[config.mk]
export PLATFORM = sky130hd
export DESIGN_NAME = cic_comparator_interrupt_control
export DESIGN_NICKNAME = d
export VERILOG_FILES = /design/src/hdl/cic_pkg.sv /design/src/hdl/cic_comparator_interrupt_control.sv
export SDC_FILE = /design/constraint.sdc
export NUM_CORES = 1
export LEC_CHECK = 0
export ABC_CLOCK_PERIOD_IN_PS = 1700
export BUFFER_PORTS_ARGS = -buffer_cell sky130_fd_sc_hd__buf_2
export CORE_MARGIN = 1.5
export CORE_UTILIZATION = 44
export CTS_CLUSTER_SIZE = 40
export DETAILED_ROUTE_END_ITERATION = 12
export PLACE_DENSITY_LB_ADDON = 0.3
export SYNTH_ARGS = -nofsm -noshare
export SYNTH_HDL_FRONTEND = slang
export SYNTH_SLANG_ARGS = --single-unit
[constraint.sdc]
create_clock -name sys_clk -period 1.7 [get_ports sys_clk]
set_clock_uncertainty 0.05 [all_clocks]
set_input_delay 0.425 -clock sys_clk [delete_from_list [all_inputs] [get_ports sys_clk]]
set_output_delay 0.425 -clock sys_clk [all_outputs]
set_load 0.005 [all_outputs]
[src/hdl/cic_pkg.sv]
// Constants for the comparator and analogue interrupt control block.
// Assumes a 32-bit classic Wishbone slave with byte addresses, one register per word.
// Notes on behaviour
// - Two independent comparators; each result high when input exceeds its reference.
// - Each comparator picks its reference: negative pin, matching converter, or common reference.
// - Each comparator holds a two-bit hysteresis code: 0, 5, 10 or 20 mV.
// - Writing enable starts a comparator; result readable anytime; clearing enable stops it.
// - Comparator interrupt on one chosen polarity only; one field holds enable and direction.
// - Comparator events go to the system-controller interrupt, not the analogue one.
// - Enabled comparator interrupt wakes from sleep; wake source recorded for software.
// - During sleep each reference is forced to its negative input pin.
// - One low-power bit serves both comparators; set means slow low-current mode.
// - Enabling a comparator sets low-power; software clears it for standard power.
// - Analogue interrupt comes only from input conversion completions, never output converters.
// - Analogue interrupt gated by an enable bit in the shared analogue settings.
// - Pending analogue interrupt clears itself when serviced, no clear write needed.
// - Single and repeating conversion modes raise a capture interrupt per conversion.
// - Summing mode raises one accumulation interrupt when the final sum is ready.
// - Summing mode accumulates two, four, eight or sixteen conversions.
`default_nettype none

package cic_pkg;

  // Register byte offsets
  localparam logic [7:0] CMP_A_CFG_OFS = 8'h00;
  localparam logic [7:0] CMP_B_CFG_OFS = 8'h04;
  localparam logic [7:0] CMP_CTRL_OFS  = 8'h08;
  localparam logic [7:0] CMP_STATE_OFS = 8'h0c;
  localparam logic [7:0] WAKE_STAT_OFS = 8'h10;
  localparam logic [7:0] IRQ_STAT_OFS  = 8'h14;
  localparam logic [7:0] IRQ_EN_OFS    = 8'h18;
  localparam logic [7:0] IRQ_CLR_OFS   = 8'h1c;
  localparam logic [7:0] AP_CFG_OFS    = 8'h20;
  localparam logic [7:0] AP_STAT_OFS   = 8'h24;

  // Comparator configuration field positions
  localparam int CFG_EN_BIT   = 0;
  localparam int CFG_REF_LSB  = 1;
  localparam int CFG_HYST_LSB = 3;
  localparam int CFG_INT_LSB  = 5;
  localparam int CFG_WIDTH    = 7;

  // Analogue configuration field positions
  localparam int AP_IRQEN_BIT = 0;
  localparam int AP_ACCUM_BIT = 1;
  localparam int AP_CNT_LSB   = 2;
  localparam int AP_WIDTH     = 4;

  // Analogue status bits
  localparam int AP_CAPT_BIT = 0;
  localparam int AP_ACC_BIT  = 1;

  // Reset values
  localparam logic [CFG_WIDTH-1:0] CFG_RST  = 7'h00;
  localparam logic                 LP_RST   = 1'b1;
  localparam logic [AP_WIDTH-1:0]  AP_RST   = 4'h0;
  localparam logic [1:0]           IRQ_RST  = 2'h0;

  // Reference source codes
  localparam logic [1:0] REF_NEG_PIN = 2'h0;
  localparam logic [1:0] REF_OUT_CNV = 2'h1;
  localparam logic [1:0] REF_COMMON  = 2'h2;

  // Hysteresis codes
  localparam logic [1:0] HYST_0MV  = 2'h0;
  localparam logic [1:0] HYST_5MV  = 2'h1;
  localparam logic [1:0] HYST_10MV = 2'h2;
  localparam logic [1:0] HYST_20MV = 2'h3;

  // Comparator interrupt mode: enable and direction in one field
  typedef enum logic [1:0] {
    CIC_INT_OFF  = 2'b00,
    CIC_INT_RISE = 2'b01,
    CIC_INT_FALL = 2'b10,
    CIC_INT_RSVD = 2'b11
  } cic_int_type;

  // Accumulation count codes: 2, 4, 8, 16 conversions
  localparam logic [1:0] ACC_2  = 2'h0;
  localparam logic [1:0] ACC_16 = 2'h3;

endpackage

`default_nettype wire

[src/hdl/cic_comparator_interrupt_control.sv]
// Comparator control, comparator events and analogue interrupt routing.
// Assumes raw comparator outputs are asynchronous; sleep and conversion events are on sys_clk.
`timescale 1ns/1ps
`default_nettype none

module cic_comparator_interrupt_control (
  input  wire logic        sys_clk,
  input  wire logic        rst_n,
  // Classic Wishbone slave
  input  wire logic        wb_cyc_i,
  input  wire logic        wb_stb_i,
  input  wire logic        wb_we_i,
  input  wire logic [7:0]  wb_adr_i,
  input  wire logic [3:0]  wb_sel_i,
  input  wire logic [31:0] wb_dat_i,
  output logic      [31:0] wb_dat_o,
  output logic             wb_ack_o,
  // Analogue side
  input  wire logic [1:0]  cmpRaw,
  input  wire logic        chipSleep,
  input  wire logic        inConvDone,
  output logic      [1:0]  cmpEnable,
  output logic      [3:0]  cmpRefSel,
  output logic      [3:0]  cmpHystSel,
  output logic             cmpLowPower,
  // Interrupts and wake
  output logic             sysCtrlIrq,
  output logic             cmpWakeReq,
  output logic             analogueIrq
);

  ////////////////////////////////////////////////////////////////////////////
  // Declarations

  logic [1:0][cic_pkg::CFG_WIDTH-1:0] cmpCfgQ;
  logic                               lowPowerQ;
  logic [1:0]                         irqStatQ;
  logic [1:0]                         irqEnQ;
  logic [1:0]                         wakeStatQ;
  logic                               wakeReqQ;
  logic [cic_pkg::AP_WIDTH-1:0]       apCfgQ;
  logic [1:0]                         apStatQ;
  logic [3:0]                         accCntQ;
  logic [2:0]                         syncQ [2];
  logic [1:0]                         resQ;
  logic [1:0]                         resPrevQ;
  logic [1:0]                         cmpEvent;
  logic                               ackQ;
  logic [31:0]                        rdDataQ;
  logic                               busReq;
  logic                               wrAcc;
  logic                               rdAcc;
  logic                               accLast;
  logic                               captEvt;
  logic                               accEvt;

  // Interrupt field decode, used for both comparators
  function automatic logic intFires(input logic [1:0] mode, input logic rise,
                                    input logic fall);
    intFires = (mode == cic_pkg::CIC_INT_RISE && rise) ||
               (mode == cic_pkg::CIC_INT_FALL && fall);
  endfunction

  // Last-conversion decode for summing mode
  function automatic logic isLast(input logic [1:0] sel, input logic [3:0] cnt);
    // Sixteen needs five bits before the cut back to counter width
    isLast = (cnt == 4'((5'h02 << sel) - 5'h01));
  endfunction

  ////////////////////////////////////////////////////////////////////////////
  // Wishbone handshake

  assign busReq = wb_cyc_i & wb_stb_i;
  // Write and read side effects happen at the edge where the master sees ack
  assign wrAcc  = busReq & ackQ & wb_we_i & wb_sel_i[0];
  assign rdAcc  = busReq & ackQ & ~wb_we_i;

  // One wait state, ack drops the cycle after it was given
  always_ff @(posedge sys_clk or negedge rst_n) begin
    if (!rst_n) begin
      ackQ <= 1'b0;
    end else begin
      ackQ <= busReq & ~ackQ;
    end
  end

  // Read data captured as ack rises; unmapped offsets read zero
  always_ff @(posedge sys_clk or negedge rst_n) begin
    if (!rst_n) begin
      rdDataQ <= 32'h0000_0000;
    end else if (busReq & ~ackQ) begin
      unique case (wb_adr_i)
        cic_pkg::CMP_A_CFG_OFS: rdDataQ <= {25'h0, cmpCfgQ[0]};
        cic_pkg::CMP_B_CFG_OFS: rdDataQ <= {25'h0, cmpCfgQ[1]};
        cic_pkg::CMP_CTRL_OFS:  rdDataQ <= {31'h0, lowPowerQ};
        cic_pkg::CMP_STATE_OFS: rdDataQ <= {30'h0, resQ};
        cic_pkg::WAKE_STAT_OFS: rdDataQ <= {30'h0, wakeStatQ};
        cic_pkg::IRQ_STAT_OFS:  rdDataQ <= {30'h0, irqStatQ};
        cic_pkg::IRQ_EN_OFS:    rdDataQ <= {30'h0, irqEnQ};
        cic_pkg::AP_CFG_OFS:    rdDataQ <= {28'h0, apCfgQ};
        cic_pkg::AP_STAT_OFS:   rdDataQ <= {30'h0, apStatQ};
        default:                rdDataQ <= 32'h0000_0000;
      endcase
    end
  end

  assign wb_ack_o = ackQ;
  assign wb_dat_o = rdDataQ;

  ////////////////////////////////////////////////////////////////////////////
  // Comparator configuration

  // Enable, reference, hysteresis and interrupt mode per comparator
  always_ff @(posedge sys_clk or negedge rst_n) begin
    if (!rst_n) begin
      cmpCfgQ[0] <= cic_pkg::CFG_RST;
      cmpCfgQ[1] <= cic_pkg::CFG_RST;
    end else if (wrAcc && wb_adr_i == cic_pkg::CMP_A_CFG_OFS) begin
      cmpCfgQ[0] <= wb_dat_i[cic_pkg::CFG_WIDTH-1:0];
    end else if (wrAcc && wb_adr_i == cic_pkg::CMP_B_CFG_OFS) begin
      cmpCfgQ[1] <= wb_dat_i[cic_pkg::CFG_WIDTH-1:0];
    end
  end

  // Shared low-power bit; any configuration write with enable set re-arms it
  always_ff @(posedge sys_clk or negedge rst_n) begin
    if (!rst_n) begin
      lowPowerQ <= cic_pkg::LP_RST;
    end else if (wrAcc && (wb_adr_i == cic_pkg::CMP_A_CFG_OFS ||
                           wb_adr_i == cic_pkg::CMP_B_CFG_OFS) &&
                 wb_dat_i[cic_pkg::CFG_EN_BIT]) begin
      lowPowerQ <= 1'b1;
    end else if (wrAcc && wb_adr_i == cic_pkg::CMP_CTRL_OFS) begin
      lowPowerQ <= wb_dat_i[0];
    end
  end

  // Analogue-facing controls; sleep overrides the chosen reference
  generate
    for (genvar i = 0; i < 2; i++) begin : gCmpOut
      assign cmpEnable[i]        = cmpCfgQ[i][cic_pkg::CFG_EN_BIT];
      assign cmpRefSel[2*i +: 2] = chipSleep ? cic_pkg::REF_NEG_PIN
                                 : cmpCfgQ[i][cic_pkg::CFG_REF_LSB +: 2];
      assign cmpHystSel[2*i +: 2] = cmpCfgQ[i][cic_pkg::CFG_HYST_LSB +: 2];
    end
  endgenerate

  assign cmpLowPower = lowPowerQ;

  ////////////////////////////////////////////////////////////////////////////
  // Result synchronisers and edge detection

  generate
    for (genvar i = 0; i < 2; i++) begin : gSync
      // Three stages; a change counts once stages two and three agree
      always_ff @(posedge sys_clk or negedge rst_n) begin
        if (!rst_n) begin
          syncQ[i] <= 3'h0;
        end else begin
          syncQ[i] <= {syncQ[i][1:0], cmpRaw[i]};
        end
      end

      // Stopped comparator reads low and raises no edges
      always_ff @(posedge sys_clk or negedge rst_n) begin
        if (!rst_n) begin
          resQ[i]     <= 1'b0;
          resPrevQ[i] <= 1'b0;
        end else begin
          if (!cmpCfgQ[i][cic_pkg::CFG_EN_BIT]) begin
            resQ[i] <= 1'b0;
          end else if (syncQ[i][1] == syncQ[i][2]) begin
            resQ[i] <= syncQ[i][2];
          end
          resPrevQ[i] <= resQ[i];
        end
      end

      // Only the selected polarity produces an event
      assign cmpEvent[i] = cmpCfgQ[i][cic_pkg::CFG_EN_BIT] &&
                           intFires(cmpCfgQ[i][cic_pkg::CFG_INT_LSB +: 2],
                                    resQ[i] & ~resPrevQ[i],
                                    ~resQ[i] & resPrevQ[i]);
    end
  endgenerate

  ////////////////////////////////////////////////////////////////////////////
  // System-controller interrupt path

  // Sticky status; a new event wins over a clear in the same cycle
  always_ff @(posedge sys_clk or negedge rst_n) begin
    if (!rst_n) begin
      irqStatQ <= cic_pkg::IRQ_RST;
    end else begin
      irqStatQ <= (irqStatQ & ~((wrAcc && wb_adr_i == cic_pkg::IRQ_CLR_OFS)
                                ? wb_dat_i[1:0] : 2'h0)) | cmpEvent;
    end
  end

  always_ff @(posedge sys_clk or negedge rst_n) begin
    if (!rst_n) begin
      irqEnQ <= cic_pkg::IRQ_RST;
    end else if (wrAcc && wb_adr_i == cic_pkg::IRQ_EN_OFS) begin
      irqEnQ <= wb_dat_i[1:0];
    end
  end

  assign sysCtrlIrq = |(irqStatQ & irqEnQ);

  ////////////////////////////////////////////////////////////////////////////
  // Wake from sleep

  // Wake source held until read; an event during the read still latches
  always_ff @(posedge sys_clk or negedge rst_n) begin
    if (!rst_n) begin
      wakeStatQ <= 2'h0;
      wakeReqQ  <= 1'b0;
    end else begin
      wakeStatQ <= ((rdAcc && wb_adr_i == cic_pkg::WAKE_STAT_OFS) ? 2'h0 : wakeStatQ)
                   | (chipSleep ? cmpEvent : 2'h0);
      wakeReqQ  <= chipSleep & (|cmpEvent);
    end
  end

  assign cmpWakeReq = wakeReqQ;

  ////////////////////////////////////////////////////////////////////////////
  // Analogue-peripheral interrupt path

  always_ff @(posedge sys_clk or negedge rst_n) begin
    if (!rst_n) begin
      apCfgQ <= cic_pkg::AP_RST;
    end else if (wrAcc && wb_adr_i == cic_pkg::AP_CFG_OFS) begin
      apCfgQ <= wb_dat_i[cic_pkg::AP_WIDTH-1:0];
    end
  end

  assign accLast = isLast(apCfgQ[cic_pkg::AP_CNT_LSB +: 2], accCntQ);
  // Only input conversion completions feed this path
  assign captEvt = inConvDone & ~apCfgQ[cic_pkg::AP_ACCUM_BIT];
  assign accEvt  = inConvDone & apCfgQ[cic_pkg::AP_ACCUM_BIT] & accLast;

  // Conversion counter; restarts whenever the mode is rewritten
  always_ff @(posedge sys_clk or negedge rst_n) begin
    if (!rst_n) begin
      accCntQ <= 4'h0;
    end else if (wrAcc && wb_adr_i == cic_pkg::AP_CFG_OFS) begin
      accCntQ <= 4'h0;
    end else if (inConvDone && apCfgQ[cic_pkg::AP_ACCUM_BIT]) begin
      accCntQ <= accLast ? 4'h0 : accCntQ + 4'h1;
    end
  end

  // Servicing the interrupt means reading its status; events still win
  always_ff @(posedge sys_clk or negedge rst_n) begin
    if (!rst_n) begin
      apStatQ <= 2'h0;
    end else begin
      apStatQ <= ((rdAcc && wb_adr_i == cic_pkg::AP_STAT_OFS) ? 2'h0 : apStatQ)
                 | {accEvt, captEvt};
    end
  end

  assign analogueIrq = apCfgQ[cic_pkg::AP_IRQEN_BIT] & (|apStatQ);
endmodule

`default_nettype wire

==> impl_metrics.sql <==
INSERT INTO impl_metrics (metric_group, metric, value, unit) VALUES
('synthesis', 'post-synth-top-area-fraction', '0.463', ''),
('floorplan', 'die_area', '0.00650', 'mm²'),
('cts', 'tritoncts', 'built', ''),
('routing', 'drt_drc_violations_left', '0', ''),
('cts', 'numCtsBuffers', '5', ''),
('worst_setup_path', 'startpoint_type', 'input port', ''),
('cts', 'cts-root-to-sink-buffers', '2', ''),
('worst_setup_path', 'cp_data_required_time', '1.85', 'ns'),
('cts', 'h-tree-depth', '2', ''),
('worst_setup_path', 'critical-path-top-delay-family', 'simple AND/OR/NAND/NOR gates', ''),
('worst_setup_path', 'reg2reg_from', 'wb_ack_o', ''),
('worst_setup_path', 'worst_r2r_endpoint', 'cmpHystSel[2]', ''),
('synthesis', 'synth.yosys.warnings', '0', ''),
('placed_design', 'place.detailed.hpwl', '4.35', 'mm'),
('worst_setup_path', 'critPathSlowestCell', 'sky130_fd_sc_hd__or4_4', ''),
('cells_and_area', 'fill_cells', '514', ''),
('cts', 'clock_tree_sinks', '50', ''),
('pwr', 'cellLeakagePower', '1.63', 'nW'),
('worst_setup_path', 'timing.reg2reg.worst_path_depth', '6', ''),
('cells_and_area', 'drive_above_1_share', '0.399', ''),
('timing', 'hold_slack', '0.0355', 'ns'),
('timing', 'slew_violations', '0', ''),
('timing', 'post-route-min-period', '1.68', 'ns'),
('synthesis', 'post-synth-top-count-cell', 'sky130_fd_sc_hd__dfrtp_1', ''),
('synthesis', 'ys_seq_area_frac', '0.473', ''),
('worst_setup_path', 'worstSetupEndpointType', 'register', ''),
('grt', 'global_route_wire_length_before_repair', '9.32', 'mm'),
('worst_setup_path', 'crit_buf_inv', '2', ''),
('worst_setup_path', 'worst_ep_arrival_time', '1.83', 'ns'),
('cts', 'post-cts-setup-buffer-count', '0', ''),
('synthesis', 'post_synth.cell_area_avg', '10.8', 'µm²'),
('worst_setup_path', 'timing.critical_path.slowest_cell_delay', '0.59', 'ns'),
('worst_setup_path', 'crit_path_max_fanout', '7', ''),
('synthesis', 'async_reset_ff_frac', '1.00', ''),
('floorplan', 'number_of_core_rows', '28', ''),
('synthesis', 'netlist_area', '0.00265', 'mm²'),
('routing', 'wire_per_inst', '15.5', 'µm'),
('routing', 'vias_per_cell', '5.31', ''),
('routing', 'route.antenna.remaining_nets', '0', ''),
('run_status', 'status', 'finished clean', ''),
('synthesis', 'synth_common_cells', 'sky130_fd_sc_hd__dfrtp_1, sky130_fd_sc_hd__buf_4, sky130_fd_sc_hd__nor2_1', ''),
('worst_setup_path', 'timing.reg2reg.setup_slack', '0.09', 'ns'),
('synthesis', 'synth_seq_cells', '50', ''),
('routing', 'drt_iter0_drc', '115', ''),
('worst_setup_path', 'crit_chain', 'buf_8 > or4_4 > nor3_4 > buf_12 > mux2_4', ''),
('timing', 'finalHoldViolCount', '0', ''),
('routing', 'drt-pass1-iter-count', '4', ''),
('timing', 'fmaxAchievable', '595', 'MHz'),
('cells_and_area', 'insertedDiodeCount', '0', ''),
('cts', 'worstSkewPairLatency', '0.31', 'ns'),
('floorplan', 'die_height', '80.6', 'µm'),
('synthesis', 'yosys.cell_types.count', '46', ''),
('floorplan', 'chipWidth', '80.6', 'µm'),
('placed_design', 'port_buffers', '46', ''),
('job', 'max-cap-violations', '0', ''),
('timing', 'finalSetupViolations', '0', ''),
('grt', 'grt_start_max_net_pins', '51', ''),
('pwr', 'ir_drop', '0.360', 'mV'),
('floorplan', 'core_area', '0.00585', 'mm²'),
('cells_and_area', 'final_net_count', '369', ''),
('cts', 'cts_root_buffer', 'sky130_fd_sc_hd__clkbuf_8', ''),
('placed_design', 'routability_congestion_estimate_from_global_placement', '0.894', ''),
('synthesis', 'synth_area_leader_cell', 'sky130_fd_sc_hd__dfrtp_1', ''),
('synthesis', 'synthCells', '246', ''),
('routing', 'routed_wirelength', '6.05', 'mm'),
('grt', 'antenna_found_initial', '0', ''),
('worst_setup_path', 'timing.setup.critical_path_class', 'input port to register', ''),
('synthesis', 'synth-edff-count', '0', ''),
('cts', 'clk_pin_slew_worst_paths', '0.09', 'ns'),
('cts', 'post_cts_hold_buffer_count', '0', ''),
('pwr', 'power_density', '765', 'mW/mm²');
==> per-layer routing <==
metal,track usage,vias to the layer above,routed length (µm)
li1,-,974,-
met1,0.260,1021,2810
met2,0.300,69,2840
met3,0.0398,11,299
met4,0.0621,0,99
met5,0,-,0
==> metrics by stage <==
| stage | cell area [µm²] | worst slack (ns) | TNS (ns) | util | power (mW) |
|---|---|---|---|---|---|
| 3_3_place_gp | 3090 | -0.326 | -8.65 | 0.528 | 1.70 |
| 6_report | 3370 | 0.0184 | 0 | 0.576 | 2.58 |
| 5_1_grt | 3370 | -0.0374 | -0.0761 | 0.576 | 2.70 |
| 2_1_floorplan | 2800 | -0.234 | -3.87 | - | 1.59 |
| 3_5_place_dp | 3090 | -0.341 | -9.03 | 0.528 | 1.72 |
| 4_1_cts | 3210 | -0.00270 | -0.00697 | 0.548 | 2.57 |
==> cell families (layout without fill, tap and decap cells) <==
kind of cell	Yosys count	in the layout	share of synthesized area
AND/OR/NAND/NOR	86	86	0.189
multiplexers	25	25	0.108
other	1	25	0.00142
buffers and inverters	43	89	0.108
AO/OA/AOI/OAI	36	36	0.102
adder cells (fa/ha/maj)	1	1	0.00472
XOR/XNOR	4	4	0.0132
flip-flops	50	50	0.473
==> timing repair <==
action	4_1_cts	5_1_grt
gates resized for setup	1	35
pin swaps	2	6
endpoints found under the setup margin	4	21
hold endpoints to repair	0	0
==> where the power goes <==
part           switching, mW  total, mW  internal [mW]
logic                  0.210      0.388          0.178
clock network          0.418      0.856          0.438
registers             0.0713       1.33           1.26
==> sequential cells by signal, indices dropped and copies added (netlist names), 4 cells and up <==
name,count
syncQ,6
cmpHystSel,4
apCfgQ,4
accCntQ,4
wb_dat_o,7
cmpCfgQ,8
==> layout by cell type (no fill, tap or decap), types with 3 or more instances in the layout <==
cell type / Yosys / routed
sky130_fd_sc_hd__mux2i_1: 5 / 5
sky130_fd_sc_hd__buf_12: 0 / 3
sky130_fd_sc_hd__a21oi_1: 3 / 3
sky130_fd_sc_hd__dfrtp_1: 49 / 49
sky130_fd_sc_hd__clkbuf_8: 0 / 5
sky130_fd_sc_hd__a22o_1: 6 / 6
sky130_fd_sc_hd__a221oi_1: 5 / 5
sky130_fd_sc_hd__mux2_4: 0 / 14
sky130_fd_sc_hd__nand2_1: 11 / 11
sky130_fd_sc_hd__nor4bb_1: 3 / 3
sky130_fd_sc_hd__inv_1: 4 / 4
sky130_fd_sc_hd__buf_4: 31 / 27
sky130_fd_sc_hd__nand3b_1: 3 / 3
sky130_fd_sc_hd__nor2b_1: 8 / 8
sky130_fd_sc_hd__conb_1: 1 / 25
sky130_fd_sc_hd__nor3_1: 7 / 5
sky130_fd_sc_hd__buf_6: 1 / 4
sky130_fd_sc_hd__mux2_2: 19 / 5
sky130_fd_sc_hd__nor3_4: 3 / 3
sky130_fd_sc_hd__o21ai_0: 5 / 4
sky130_fd_sc_hd__nor2_1: 22 / 22
sky130_fd_sc_hd__buf_2: 1 / 42
sky130_fd_sc_hd__nand3_1: 7 / 6
==> how the worst max path moves through the flow <==
stage / to / startpoint / slack [ns] / depth (start not counted)
6_report: cmpHystSel[0] / wb_adr_i[2] / 0.02 / 5
5_1_grt: wb_dat_o[1] / wb_adr_i[7] / -0.04 / 7
4_1_cts: cmpCfgQ[1] / wb_adr_i[6] / -0.003 / 5
3_5_place_dp: cmpHystSel[1] / wb_adr_i[1] / -0.34 / 5
3_3_place_gp: cmpHystSel[0] / wb_adr_i[1] / -0.33 / 5
2_1_floorplan: cmpCfgQ[1] / wb_adr_i[1] / -0.23 / 4
==> final cells by class <==
class / instances / area [µm²] / area share
multi-input combinational: 177 / 1360 / 0.404
clock buffer: 5 / 68.8 / 0.0204
tap: 75 / 93.8 / 0.0279
clock inverter: 3 / 45.0 / 0.0134
inverter: 4 / 15.0 / 0.00446
sequential: 50 / 1250 / 0.372
timing repair buffer: 77 / 533 / 0.158
No activity file was read; power rests on OpenSTA's default activity.
